===== config.mk =====
export PLATFORM = sky130hd
export DESIGN_NAME = sysint_unit
export DESIGN_NICKNAME = d
export VERILOG_FILES = /design/src/hdl/sysint_pkg.sv /design/src/hdl/flag_guard.sv /design/src/hdl/sysint_unit.sv
export SDC_FILE = /design/constraint.sdc
export NUM_CORES = 1
export LEC_CHECK = 0
export ABC_AREA = 1
export BUFFER_PORTS_ARGS = -buffer_cell sky130_fd_sc_hd__buf_2
export CORE_MARGIN = 5
export CORE_UTILIZATION = 30
export DETAILED_ROUTE_END_ITERATION = 7
export PLACE_DENSITY = 0.57
export SLEW_MARGIN = 20
export SYNTH_ARGS = -nofsm -noshare
export SYNTH_HDL_FRONTEND = slang
export SYNTH_HIERARCHICAL = 1
export SYNTH_SLANG_ARGS = --single-unit
export TNS_END_PERCENT = 20

===== constraint.sdc =====
create_clock -name REF_CLK -period 2 [get_ports REF_CLK]
set_clock_uncertainty 0.1 [all_clocks]
set_input_delay 0.3 -clock REF_CLK [delete_from_list [all_inputs] [get_ports REF_CLK]]
set_output_delay 0.3 -clock REF_CLK [all_outputs]
set_load 0.02 [all_outputs]

===== src/hdl/sysint_pkg.sv =====
// package: shared constants and carrier types of the system integration unit
package sysint_pkg;

  // register byte addresses on the apb
  localparam logic [15:0] ADDR_BREAK_STATUS = 16'hfe00;
  localparam logic [15:0] ADDR_RESET_SOURCE = 16'hfe01;
  localparam logic [15:0] ADDR_BREAK_CLEAR  = 16'hfe03;

  // field positions
  localparam int BIT_BREAK_EXITED_WAIT = 1;
  localparam int BIT_BREAK_CLEAR_EN    = 7;
  localparam int BIT_POR               = 7;
  localparam int BIT_PIN               = 6;
  localparam int BIT_WATCHDOG          = 5;
  localparam int BIT_BAD_OPCODE        = 4;
  localparam int BIT_BAD_ADDRESS       = 3;
  localparam int BIT_MONITOR           = 1;
  localparam int BIT_LOW_VOLTAGE       = 0;

  // reset values
  localparam logic [7:0] RESET_SOURCE_POR = 8'h80;
  localparam logic [7:0] BYTE_ZERO        = 8'h00;
  localparam logic [7:0] BYTE_ERASED      = 8'hff;

  // timing counts in crystal clock cycles, and the swi vector address
  localparam logic [12:0] STOP_RECOVERY_LONG  = 13'h1000;
  localparam logic [12:0] STOP_RECOVERY_SHORT = 13'h0020;
  localparam logic [5:0]  PIN_SAMPLE_DELAY    = 6'h20;
  localparam logic [5:0]  RESET_DRIVE_CYCLES  = 6'h20;
  localparam logic [15:0] SWI_VECTOR          = 16'hfffc;

  typedef enum logic [2:0] {
    ST_RUN     = 3'b000,
    ST_WAIT    = 3'b001,
    ST_STOP    = 3'b010,
    ST_RECOVER = 3'b011,
    ST_STACK   = 3'b100
  } power_state_t;

  typedef enum logic [1:0] {
    RS_IDLE   = 2'b00,
    RS_DRIVE  = 2'b01,
    RS_SAMPLE = 2'b10
  } reset_state_t;

  typedef struct packed {
    logic       watchdog;
    logic       bad_opcode;
    logic       bad_address;
    logic       low_voltage;
    logic       monitor;
  } reset_cause_t;

endpackage : sysint_pkg


===== src/hdl/flag_guard.sv =====
// flag_guard: decides whether peripheral flag clears may take effect
`timescale 1ns/100ps
module flag_guard (
  input  wire logic REF_CLK,        // bus clock
  input  wire logic RST_B,          // synchronous reset, active low
  input  wire logic in_break,       // cpu is in break state
  input  wire logic clear_enable,   // break clear enable bit
  input  wire logic first_step,     // first access of a two-step clear
  input  wire logic clear_request,  // a normal clearing access or second step
  output      logic clear_allow     // clear may take effect this cycle
);

  typedef struct packed {
    logic armed;
  } guard_state_t;

  guard_state_t state_reg;
  guard_state_t state_next;

  // a first step armed before break stays armed; a clear during protected break
  // is simply dropped, so the flag stays set and the second step after break clears it
  always_comb begin
    state_next = state_reg;
    if (first_step) begin
      state_next.armed = 1'b1;
    end
    if (clear_allow) begin
      state_next.armed = 1'b0;
    end
  end

  always_comb begin
    clear_allow = clear_request & (~in_break | clear_enable);
  end

  always_ff @(posedge REF_CLK) begin
    if (!RST_B) begin
      state_reg <= '0;
    end else begin
      state_reg <= state_next;
    end
  end

endmodule : flag_guard


===== src/hdl/sysint_unit.sv =====
// system_integration_unit: break entry, low-power sequencing and reset status
//
// Summary of operation
// - break request forces cpu to swi vector
// - break protects flags unless clear enable set
// - flag cleared during break stays cleared
// - two-step clears protected across break entry
// - wait or stop clears interrupt mask
// - wait gates cpu clocks, peripherals run
// - wait wakeup stacks one cycle later
// - reset or break exits wait, break sets flag in emulation only
// - watchdog runs in wait unless disabled
// - stop resets counter, disables both clocks
// - stop exits by interrupt after recovery
// - recovery 4096 cycles, or 32 if short
// - counter held in stop, times recovery
// - decode three registers at fixed addresses
// - break status works in emulation only
// - reading reset status clears all flags
// - internal reset drives pin, samples later
// - separate flag for each reset source
// - monitor flag on erased vector, irq high
`timescale 1ns/100ps
module sysint_unit (
  input  wire logic        REF_CLK,          // crystal and bus clock, 40 mhz
  input  wire logic        RST_B,            // synchronous reset, active low
  input  wire logic        POWER_ON,         // power-on reset event, one cycle
  input  wire logic        PSEL,             // apb select
  input  wire logic        PENABLE,          // apb enable
  input  wire logic        PWRITE,           // apb direction
  input  wire logic [15:0] PADDR,            // apb byte address
  input  wire logic [31:0] PWDATA,           // apb write data
  output      logic [31:0] PRDATA,           // apb read data
  output      logic        PREADY,           // apb ready
  output      logic        PSLVERR,          // apb error on unmapped address
  input  wire logic        BREAK_REQ,        // break module request
  input  wire logic        WAIT_EXEC,        // cpu executes wait, one cycle
  input  wire logic        STOP_EXEC,        // cpu executes stop, one cycle
  input  wire logic        IRQ_PENDING,      // enabled module interrupt request
  input  wire logic        EMULATION,        // emulation mode strap
  input  wire logic        WATCHDOG_DISABLE, // watchdog disable option bit
  input  wire logic        SHORT_STOP,       // short stop recovery option bit
  input  wire logic        CAUSE_WATCHDOG,   // watchdog timeout reset event
  input  wire logic        CAUSE_BAD_OP,     // illegal opcode reset event
  input  wire logic        CAUSE_BAD_ADDR,   // illegal address fetch reset event
  input  wire logic        CAUSE_LOW_VOLT,   // low voltage reset event
  input  wire logic        CAUSE_MONITOR,    // monitor entry reset request
  input  wire logic [7:0]  VECTOR_HI,        // reset vector high byte
  input  wire logic [7:0]  VECTOR_LO,        // reset vector low byte
  input  wire logic        IRQ_PIN,          // interrupt pin level
  input  wire logic        RST_PIN_IN,       // reset pin level
  input  wire logic        FLAG_FIRST_STEP,  // peripheral first clear step
  input  wire logic        FLAG_CLEAR_REQ,   // peripheral clearing access
  output      logic        FLAG_CLEAR_OK,    // clear may take effect
  output      logic        RST_PIN_OUT,      // reset pin drive value
  output      logic        RST_PIN_OE,       // reset pin output enable
  output      logic        CPU_CLK_EN,       // cpu clock gate
  output      logic        PERIPH_CLK_EN,    // peripheral and crystal clock gate
  output      logic        WATCHDOG_RUN,     // watchdog enabled
  output      logic        FORCE_SWI,        // force fetch from swi vector, pulse
  output      logic [15:0] VECTOR_ADDR,      // vector to fetch
  output      logic        CLEAR_IMASK,      // clear cpu interrupt mask, pulse
  output      logic        START_STACK,      // begin interrupt stacking, pulse
  output      logic        IN_BREAK          // cpu in break state
);

  // ------------------------------------------------------------------
  // state
  // ------------------------------------------------------------------
  typedef struct packed {
    sysint_pkg::power_state_t pwr;
    sysint_pkg::reset_state_t rst;
    logic [12:0] count;
    logic [5:0]  rst_count;
    logic        brk;
    logic        exited_wait;
    logic        clear_en;
    logic [7:0]  reset_src;
    logic        pin_s1;
    logic        pin_s2;
    logic        irq_s1;
    logic        irq_s2;
    logic [31:0] prdata;
    logic        pready;
    logic        pslverr;
    logic        rst_oe;
    logic        cpu_clk;
    logic        per_clk;
    logic        wdog;
    logic        software_interrupt;
    logic        clr_mask;
    logic        stack;
    logic        clear_ok;
  } unit_state_t;

  unit_state_t s_reg;
  unit_state_t s_next;
  logic        clear_allow;

  function automatic logic [7:0] read_mux(input logic [15:0] addr, input unit_state_t s);
    logic [7:0] v;
    v = sysint_pkg::BYTE_ZERO;
    case (addr)
      sysint_pkg::ADDR_BREAK_STATUS: v[sysint_pkg::BIT_BREAK_EXITED_WAIT] = s.exited_wait;
      sysint_pkg::ADDR_RESET_SOURCE: v = s.reset_src;
      sysint_pkg::ADDR_BREAK_CLEAR:  v[sysint_pkg::BIT_BREAK_CLEAR_EN] = s.clear_en;
      default:                       v = sysint_pkg::BYTE_ZERO;
    endcase
    return v;
  endfunction : read_mux

  function automatic logic mapped(input logic [15:0] addr);
    return (addr == sysint_pkg::ADDR_BREAK_STATUS) ||
           (addr == sysint_pkg::ADDR_RESET_SOURCE) ||
           (addr == sysint_pkg::ADDR_BREAK_CLEAR);
  endfunction : mapped

  flag_guard u_guard (
    .REF_CLK       (REF_CLK),
    .RST_B         (RST_B),
    .in_break      (s_reg.brk),
    .clear_enable  (s_reg.clear_en),
    .first_step    (FLAG_FIRST_STEP),
    .clear_request (FLAG_CLEAR_REQ),
    .clear_allow   (clear_allow)
  );

  // ------------------------------------------------------------------
  // next state
  // ------------------------------------------------------------------
  always_comb begin
    logic setup;
    logic access;
    logic vec_erased;
    setup      = PSEL & ~PENABLE;
    access     = PSEL & PENABLE & s_reg.pready;
    vec_erased = (VECTOR_HI == sysint_pkg::BYTE_ERASED) && (VECTOR_LO == sysint_pkg::BYTE_ERASED);
    s_next = s_reg;
    s_next.pin_s1   = RST_PIN_IN;
    s_next.pin_s2   = s_reg.pin_s1;
    s_next.irq_s1   = IRQ_PIN;
    s_next.irq_s2   = s_reg.irq_s1;
    s_next.software_interrupt      = 1'b0;
    s_next.clr_mask = 1'b0;
    s_next.stack    = 1'b0;
    s_next.clear_ok = clear_allow;

    // apb: no wait state, answer in the cycle after setup
    s_next.pready  = setup;
    s_next.pslverr = setup & ~mapped(PADDR);
    if (setup && !PWRITE) begin
      s_next.prdata = {24'h00_0000, read_mux(PADDR, s_reg)};
    end
    if (access && PWRITE && PADDR == sysint_pkg::ADDR_BREAK_CLEAR) begin
      s_next.clear_en = PWDATA[sysint_pkg::BIT_BREAK_CLEAR_EN];
    end
    if (access && !PWRITE && PADDR == sysint_pkg::ADDR_RESET_SOURCE) begin
      s_next.reset_src = sysint_pkg::BYTE_ZERO;
    end
    if (access && PWRITE && PADDR == sysint_pkg::ADDR_BREAK_STATUS && EMULATION) begin
      s_next.exited_wait = PWDATA[sysint_pkg::BIT_BREAK_EXITED_WAIT];
    end

    // break entry
    if (BREAK_REQ && !s_reg.brk) begin
      s_next.brk = 1'b1;
      s_next.software_interrupt = 1'b1;
    end else if (!BREAK_REQ) begin
      s_next.brk = 1'b0;
    end

    // watchdog stays on in every state but stop unless disabled
    s_next.wdog = ~WATCHDOG_DISABLE & (s_reg.pwr != sysint_pkg::ST_STOP);

    case (s_reg.pwr)
      sysint_pkg::ST_RUN: begin
        s_next.cpu_clk = 1'b1;
        s_next.per_clk = 1'b1;
        if (WAIT_EXEC) begin
          s_next.pwr      = sysint_pkg::ST_WAIT;
          s_next.clr_mask = 1'b1;
          s_next.cpu_clk  = 1'b0;
        end else if (STOP_EXEC) begin
          s_next.pwr      = sysint_pkg::ST_STOP;
          s_next.clr_mask = 1'b1;
          s_next.cpu_clk  = 1'b0;
          s_next.per_clk  = 1'b0;
          s_next.count    = 13'h0000;
        end
      end
      sysint_pkg::ST_WAIT: begin
        if (BREAK_REQ) begin
          s_next.pwr         = sysint_pkg::ST_RUN;
          s_next.cpu_clk     = 1'b1;
          s_next.exited_wait = EMULATION;
        end else if (IRQ_PENDING) begin
          s_next.pwr     = sysint_pkg::ST_RUN;
          s_next.cpu_clk = 1'b1;
          s_next.stack   = 1'b1;
        end
      end
      sysint_pkg::ST_STOP: begin
        s_next.count = 13'h0000;
        if (IRQ_PENDING) begin
          s_next.pwr     = sysint_pkg::ST_RECOVER;
          s_next.per_clk = 1'b1;
        end
      end
      sysint_pkg::ST_RECOVER: begin
        s_next.count = s_reg.count + 13'h0001;
        if (s_reg.count == (SHORT_STOP ? sysint_pkg::STOP_RECOVERY_SHORT
                                       : sysint_pkg::STOP_RECOVERY_LONG) - 13'h0001) begin
          s_next.pwr = sysint_pkg::ST_STACK;
        end
      end
      sysint_pkg::ST_STACK: begin
        s_next.pwr     = sysint_pkg::ST_RUN;
        s_next.cpu_clk = 1'b1;
        s_next.stack   = 1'b1;
      end
      default: s_next.pwr = sysint_pkg::ST_RUN;
    endcase

    // reset sources; internal reset events drive the pin, then sample it
    if (CAUSE_WATCHDOG | CAUSE_BAD_OP | CAUSE_BAD_ADDR | CAUSE_LOW_VOLT | CAUSE_MONITOR) begin
      s_next.reset_src = sysint_pkg::BYTE_ZERO;
      s_next.reset_src[sysint_pkg::BIT_WATCHDOG]    = CAUSE_WATCHDOG;
      s_next.reset_src[sysint_pkg::BIT_BAD_OPCODE]  = CAUSE_BAD_OP;
      s_next.reset_src[sysint_pkg::BIT_BAD_ADDRESS] = CAUSE_BAD_ADDR;
      s_next.reset_src[sysint_pkg::BIT_LOW_VOLTAGE] = CAUSE_LOW_VOLT;
      s_next.reset_src[sysint_pkg::BIT_MONITOR]     = CAUSE_MONITOR & vec_erased
                                                      & s_reg.irq_s2;
      s_next.rst       = sysint_pkg::RS_DRIVE;
      s_next.rst_oe    = 1'b1;
      s_next.rst_count = 6'h00;
      s_next.pwr       = sysint_pkg::ST_RUN;
    end else if (s_reg.rst == sysint_pkg::RS_IDLE && !s_reg.pin_s2) begin
      s_next.reset_src = sysint_pkg::BYTE_ZERO;
      s_next.reset_src[sysint_pkg::BIT_PIN] = 1'b1;
      s_next.pwr       = sysint_pkg::ST_RUN;
    end else begin
      case (s_reg.rst)
        sysint_pkg::RS_IDLE: s_next.rst_oe = 1'b0;
        sysint_pkg::RS_DRIVE: begin
          s_next.rst_count = s_reg.rst_count + 6'h01;
          if (s_reg.rst_count == sysint_pkg::RESET_DRIVE_CYCLES - 6'h01) begin
            s_next.rst       = sysint_pkg::RS_SAMPLE;
            s_next.rst_oe    = 1'b0;
            s_next.rst_count = 6'h00;
          end
        end
        sysint_pkg::RS_SAMPLE: begin
          s_next.rst_count = s_reg.rst_count + 6'h01;
          if (s_reg.rst_count == sysint_pkg::PIN_SAMPLE_DELAY - 6'h01) begin
            s_next.rst = sysint_pkg::RS_IDLE;
            if (!s_reg.pin_s2) begin
              s_next.reset_src[sysint_pkg::BIT_PIN] = 1'b1;
            end
          end
        end
        default: s_next.rst = sysint_pkg::RS_IDLE;
      endcase
    end

    if (POWER_ON) begin
      s_next.reset_src = sysint_pkg::RESET_SOURCE_POR;
    end
  end

  // ------------------------------------------------------------------
  // registers
  // ------------------------------------------------------------------
  always_ff @(posedge REF_CLK) begin
    if (!RST_B) begin
      s_reg           <= '0;
      s_reg.pwr       <= sysint_pkg::ST_RUN;
      s_reg.rst       <= sysint_pkg::RS_IDLE;
      s_reg.reset_src <= sysint_pkg::RESET_SOURCE_POR;
      s_reg.pin_s1    <= 1'b1;
      s_reg.pin_s2    <= 1'b1;
      s_reg.cpu_clk   <= 1'b1;
      s_reg.per_clk   <= 1'b1;
    end else begin
      s_reg <= s_next;
    end
  end

  always_comb begin
    PRDATA        = s_reg.prdata;
    PREADY        = s_reg.pready;
    PSLVERR       = s_reg.pslverr;
    FLAG_CLEAR_OK = s_reg.clear_ok;
    RST_PIN_OUT   = 1'b0;
    RST_PIN_OE    = s_reg.rst_oe;
    CPU_CLK_EN    = s_reg.cpu_clk;
    PERIPH_CLK_EN = s_reg.per_clk;
    WATCHDOG_RUN  = s_reg.wdog;
    FORCE_SWI     = s_reg.software_interrupt;
    VECTOR_ADDR   = sysint_pkg::SWI_VECTOR;
    CLEAR_IMASK   = s_reg.clr_mask;
    START_STACK   = s_reg.stack;
    IN_BREAK      = s_reg.brk;
  end

endmodule : sysint_unit


==> results of run 1 <==
-- final timing paths --
kind                                  startpoint            to  slack [ns]  cells after the start
worst min-delay path            WATCHDOG_DISABLE  WATCHDOG_RUN        0.04                      2
worst max-delay path                   s_reg[76]     s_reg[62]        0.34                      7
worst max register to register         s_reg[76]     s_reg[62]        0.34                      7
worst min register to register        s_next[44]     s_reg[44]        0.31                      1
-- worst max-delay path: stages, from the launching register on --
cell and delay [ns]:
dfxtp_1 0.38, inv_1 0.07, ha_1 0.39, nand2_1 0.09
nor2_1 0.14, nand2_1 0.10, o21ai_0 0.13, nor3b_1 0.18
-- power by group --
part           switching (W)  leakage [nW]  internal (W)  total (W)
clock               0.000374        0.0644      0.000499   0.000874
sequential         0.0000110         0.448       0.00112    0.00113
combinational       0.000191          1.16     0.0000838   0.000275
-- through the flow --
stage | power (W) | setup slack (ns) | util | std cells
3_5_place_dp | 0.00143 | 0.372 | 0.337 | 651
3_3_place_gp | 0.00143 | 0.424 | 0.337 | 651
5_1_grt | 0.00240 | 0.148 | 0.350 | 659
6_report | 0.00228 | 0.344 | 0.350 | 659
4_1_cts | 0.00232 | 0.343 | 0.350 | 659
2_1_floorplan | 0.00139 | 0.548 | - | 494
-- layer usage --
metal	global-route usage	vias up	wire [µm]
met5	0	-	0
met2	0.197	70	3580
li1	-	1500	-
met4	0.0369	0	114
met3	0.0203	8	401
met1	0.139	1273	3230
-- final cells by class --
cell class / instances / area, µm²
Fill cell: 1133 / 6710
Multi-Input combinational cell: 313 / 1560
Sequential cell: 55 / 1100
Timing Repair Buffer: 74 / 375
Inverter: 73 / 274
Tap cell: 136 / 170
Clock buffer: 5 / 68.8
Clock inverter: 3 / 67.6
-- cell usage in the layout (no fill, tap or decap), types with 4 or more instances in the layout --
cell / synthesis / layout
nor2_2: 4 / 4
nor3_1: 9 / 9
nor2_4: 4 / 4
nor3b_1: 5 / 5
ha_1: 5 / 5
buf_2: 2 / 72
conb_1: 2 / 42
inv_1: 70 / 70
a21oi_1: 29 / 29
nand2_1: 70 / 70
o21a_1: 4 / 4
nand3_1: 33 / 33
nand4_1: 24 / 24
nor2_1: 49 / 49
dfxtp_1: 55 / 55
clkbuf_8: 0 / 5
o21ai_0: 11 / 11
-- kinds of logic (layout without fill, tap and decap cells) --
family,count (synthesis),after routing,synth area share
simple gates,214,214,0.330
buf+inv,126,155,0.208
flops,55,55,0.347
compound gates,50,50,0.0865
fa+ha+maj,5,5,0.0197
other cells,2,42,0.00237
xor+xnor,2,2,0.00553
==> metrics.txt, run 1 <==
routed via count divided by cell count 4.33; num rows 37; first-pass GRT wire length 11900 µm; routed vias 2851; number of global-route vias before repair 2669; clock sinks 55; leakage component of the power 1.68 nW; ANT nets after route 0; number of setup buffers added after CTS 0; final period utilization 0.828; unrepaired setup endpoints after global routing false; Sum Neg Setup Slack 0 ns; outcome completed; transition time of the tightest slew-check pin 0.531 ns; final weighted congestion in routability-driven placement 0.841; Routed WL per cell 11.1 µm; Critical Path AT 1.78 ns; Synth top area share 0.347; CP max FO 7; most frequent cells after synthesis 70 x inv_1, 70 x nand2_1, 55 x dfxtp_1; number of buffers inserted during clock tree synthesis 5; Final Instance Area 3620 µm²; # DRC 0; worst-case headroom to the max-slew limit 0.643; GR Overflow Total 0; Post-layout nets 613; power density over the cells 630 nW/µm²; worst slack on hold paths 0.0363 ns; final period demand of the worst path 1.66 ns; die boundary width 113 µm; initial core utilization 0.307; hpwl dp 6090 µm; worst vdd rail ir drop 300 µV; Max Cap Violations 0; Die Y 113 µm; Clock transition at path regs 0.10 ns; layout cell share with drive strength beyond 1 0.205; number of flip-flops in the largest register 35; worst-skew pair later-pin latency 0.31 ns; async set or reset register ratio after synthesis 0; main flop type after synthesis dfxtp_1; type of the worst setup path flop to flop; YS warnings 6; sort of element at the start of the critical path flop; number of buffers between clock root and the deepest sink 2; initial antenna violation count 0; synth top area cells dfxtp_1 35%, buf_4 12%, inv_1 8.3%; aggregate routed wire length 7330 µm; total setup violations reported at the end of the flow 0; Placeable Area 10300 µm²; CTS resizes 0; final number of hold-violating endpoints 0; required time of the critical path 2.13 ns; number of antenna repair diodes 0; register bit total from synthesis 55; die area 12700 µm²; number of top-level design ports 146; mean cell area of the mapped netlist 6.98 µm²; HP Class input port to flop; Initial DRT Pass Iterations 4; detailed router's first-iteration violation count 103; cell type with the largest total area after synthesis dfxtp_1; pin count of the biggest net entering global routing 18; pins over their slew limit 0; PortBufs 72; element type at the critical path end flop; CTS H-tree lvls 2; post-synthesis instance total 454; buffer type at the clock tree root clkbuf_8; cell area after placement 3480 µm²; share of the yosys chip area belonging to registers 0.347; Post-Synthesis Cell Area 3170 µm²; fmax 0.604 GHz; TritonCTS clock tree yes; number of synthesized flops with an enable pin 0; distinct cell type count after synthesis 35; Layout Area Growth over Synthesis 14.1%; total of hold buffers inserted after clock tree synthesis 0; overall routing resource usage 0.112
Note: power is estimated with default switching activity, not from simulation.
==> run 2, diff against run 1 <==
PLACE_DENSITY = 0.59   (was 0.57)
clock period = 1.45 ns   (was 2 ns; I/O delays follow)
==> metrics.txt, run 2 (synthesis gave the netlist of run 1 again) <==
worst-skew pair later-pin latency 0.30 ns (about the same); switching power total 0.000774 W (+34%); routed via count divided by cell count 4.38 (+1.2%); GR Overflow Total 0 (unchanged); Clock transition at path regs 0.09 ns (about the same); worst vdd rail ir drop 446 µV (+49%); die boundary width 113 µm (unchanged); pin count of the biggest net entering global routing 18 (unchanged); hpwl dp 6300 µm (+3.4%); destination of the worst hold path s_reg[53]; Routed WL per cell 11.2 µm (+0.51%); power density over the cells 725 nW/µm² (+15%); final weighted congestion in routability-driven placement 0.827 (-1.7%); initial core utilization 0.307 (unchanged); register-to-register setup slack 0.05 ns (-0.30 ns); total chip power 0.00283 W (+24%); unrepaired setup endpoints after global routing true; proportion of power drawn by flip-flops and latches 0.549 (+0.054); clock sinks 55 (unchanged); CTS H-tree lvls 2 (unchanged); sort of element at the start of the critical path flop; critical path's top delay family simple AND/OR/NAND/NOR gates; fmax 0.714 GHz (+18%); HP Class input port to flop; aggregate routed wire length 7620 µm (+4.0%); initial antenna violation count 0 (unchanged); final period utilization 0.966 (+0.139); Sum Neg Setup Slack 0 ns (unchanged); type of the worst setup path flop to flop; Worst Path Buf+Inv 1 (unchanged); maximum cell stage delay along the critical path 0.34 ns (-0.05 ns); Critical Path AT 1.54 ns (-0.24 ns); total setup violations reported at the end of the flow 0 (unchanged); number of flip-flops in the largest register 35 (unchanged); Internal Power 0.00206 W (+21%); cell area after placement 3630 µm² (+4.4%); layout cell share with drive strength beyond 1 0.304 (+0.0994); required time of the critical path 1.59 ns (-0.54 ns); element type at the critical path end flop; cell depth of the worst setup path 7 (unchanged); routed vias 2987 (+4.8%); CP max FO 3 (-4); Combinational Power Share 0.146 (+0.025); worst reg2reg path startpoint s_reg[76]; worst slack on hold paths 0.0374 ns (+0.00110 ns); cell-by-cell listing of the critical path inv_1 > ha_4 > nand2_1 > nor2_2 > nand2_2 > o21ai_0 > nor3b_2; Placeable Area 10300 µm² (unchanged); Core Util, Final 0.378 (+0.0281); cell with the largest stage delay on the worst path dfxtp_1; Die Y 113 µm (unchanged); cell depth of the worst hold path 3 (+1); num rows 37 (unchanged); worst reg2reg path depth 7 (unchanged); detailed router's first-iteration violation count 108 (+4.9%); Layout Area Growth over Synthesis 23.3%; overall routing resource usage 0.117 (+0.00490); final period demand of the worst path 1.40 ns (-0.254 ns); Final Instance Area 3910 µm² (+8.0%); power share of the clock group 0.305 (-0.079); # DRC 0 (unchanged); HP Start POWER_ON; Post-layout nets 637 (+3.9%); number of buffers between clock root and the deepest sink 2 (unchanged); number of buffers inserted during clock tree synthesis 5 (unchanged); Max Cap Violations 0 (unchanged); most frequent standard cell in the layout excluding fill and tap cells buf_2; ANT nets after route 0 (unchanged); PortBufs 72 (unchanged); most frequent cells in the layout 72 x buf_2, 69 x inv_1, 64 x nand2_1; number of top-level design ports 146 (unchanged); Initial DRT Pass Iterations 4 (unchanged); die area 12700 µm² (unchanged); final number of hold-violating endpoints 0 (unchanged); number of global-route vias before repair 2748 (+3.0%); net switching share of the total power 0.274 (+0.0203); endpoint of the worst register-to-register path s_reg[62]; buffer type at the clock tree root clkbuf_8; first-pass GRT wire length 12500 µm (+4.6%); outcome completed; leakage component of the power 1.79 nW (+7.0%); number of antenna repair diodes 0 (unchanged); pins over their slew limit 0 (unchanged); TritonCTS clock tree yes
[run 2: cell count changes in the layout (fill, tap and decap cells not counted), moves of 5 or more]
cell,delta
dfxtp_1,-11
nand2_2,+6
nor2_2,+5
buf_4,+20
dfxtp_2,+11
nand2_1,-6
nor2_1,-6
[run 2: power groups by stage]
stage / clock, W / sequential, W / combinational, W
final: 0.000864 / 0.00155 / 0.000413
after global routing: 0.000974 / 0.00156 / 0.000460
after CTS: 0.000905 / 0.00155 / 0.000405
after detailed placement: 0 / 0.00159 / 0.000397
after global placement: 0 / 0.00159 / 0.000392
after floorplan: 0 / 0.00161 / 0.000313
[run 2: how the worst max path moves through the flow]
stage                         start         to  slack (ns)
after floorplan           s_reg[57]  s_reg[76]        0.06
after global placement    s_reg[63]  s_reg[78]        0.02
after detailed placement  s_reg[76]  s_reg[62]      -0.002
after CTS                 s_reg[63]  s_reg[78]       0.004
after global routing      s_reg[76]  s_reg[62]       -0.03
final                     s_reg[76]  s_reg[62]        0.05
[run 2: layout make-up]
type                    count  area (µm²)
well taps                 136         170
fillers                  1128        6420
inverters                  73         274
flip-flops and latches     55        1110
repair buffers             98         576
multi-input cells         313        1680
clock inverters             1        5.00
clock buffers               6        82.6
[run 2: layer usage]
metal / GRT usage / up-vias / wire length (µm)
li1: - / 1555 / -
met1: 0.151 / 1334 / 3240
met2: 0.193 / 92 / 3620
met3: 0.0332 / 6 / 687
met4: 0.0313 / 0 / 76
met5: 0 / - / 0
[run 2: metrics by stage]
stage	std cells	worst slack [ns]
6_report	682	0.0487
3_5_place_dp	668	-0.00216
2_1_floorplan	494	0.0553
3_3_place_gp	668	0.0200
4_1_cts	678	0.00435
5_1_grt	682	-0.0319
[run 2: worst min-delay path: stages]
cell and delay, ns:
buf_2 0.08, nor2_1 0.06, nand2_1 0.06
[run 2: repair_timing]
item,4_1_cts,5_1_grt
buffers inserted,0,4
gates resized for setup,3,40
hold endpoints to repair,3,0
hold buffers,3,0
pin swaps,0,3
setup endpoints to repair,4,23
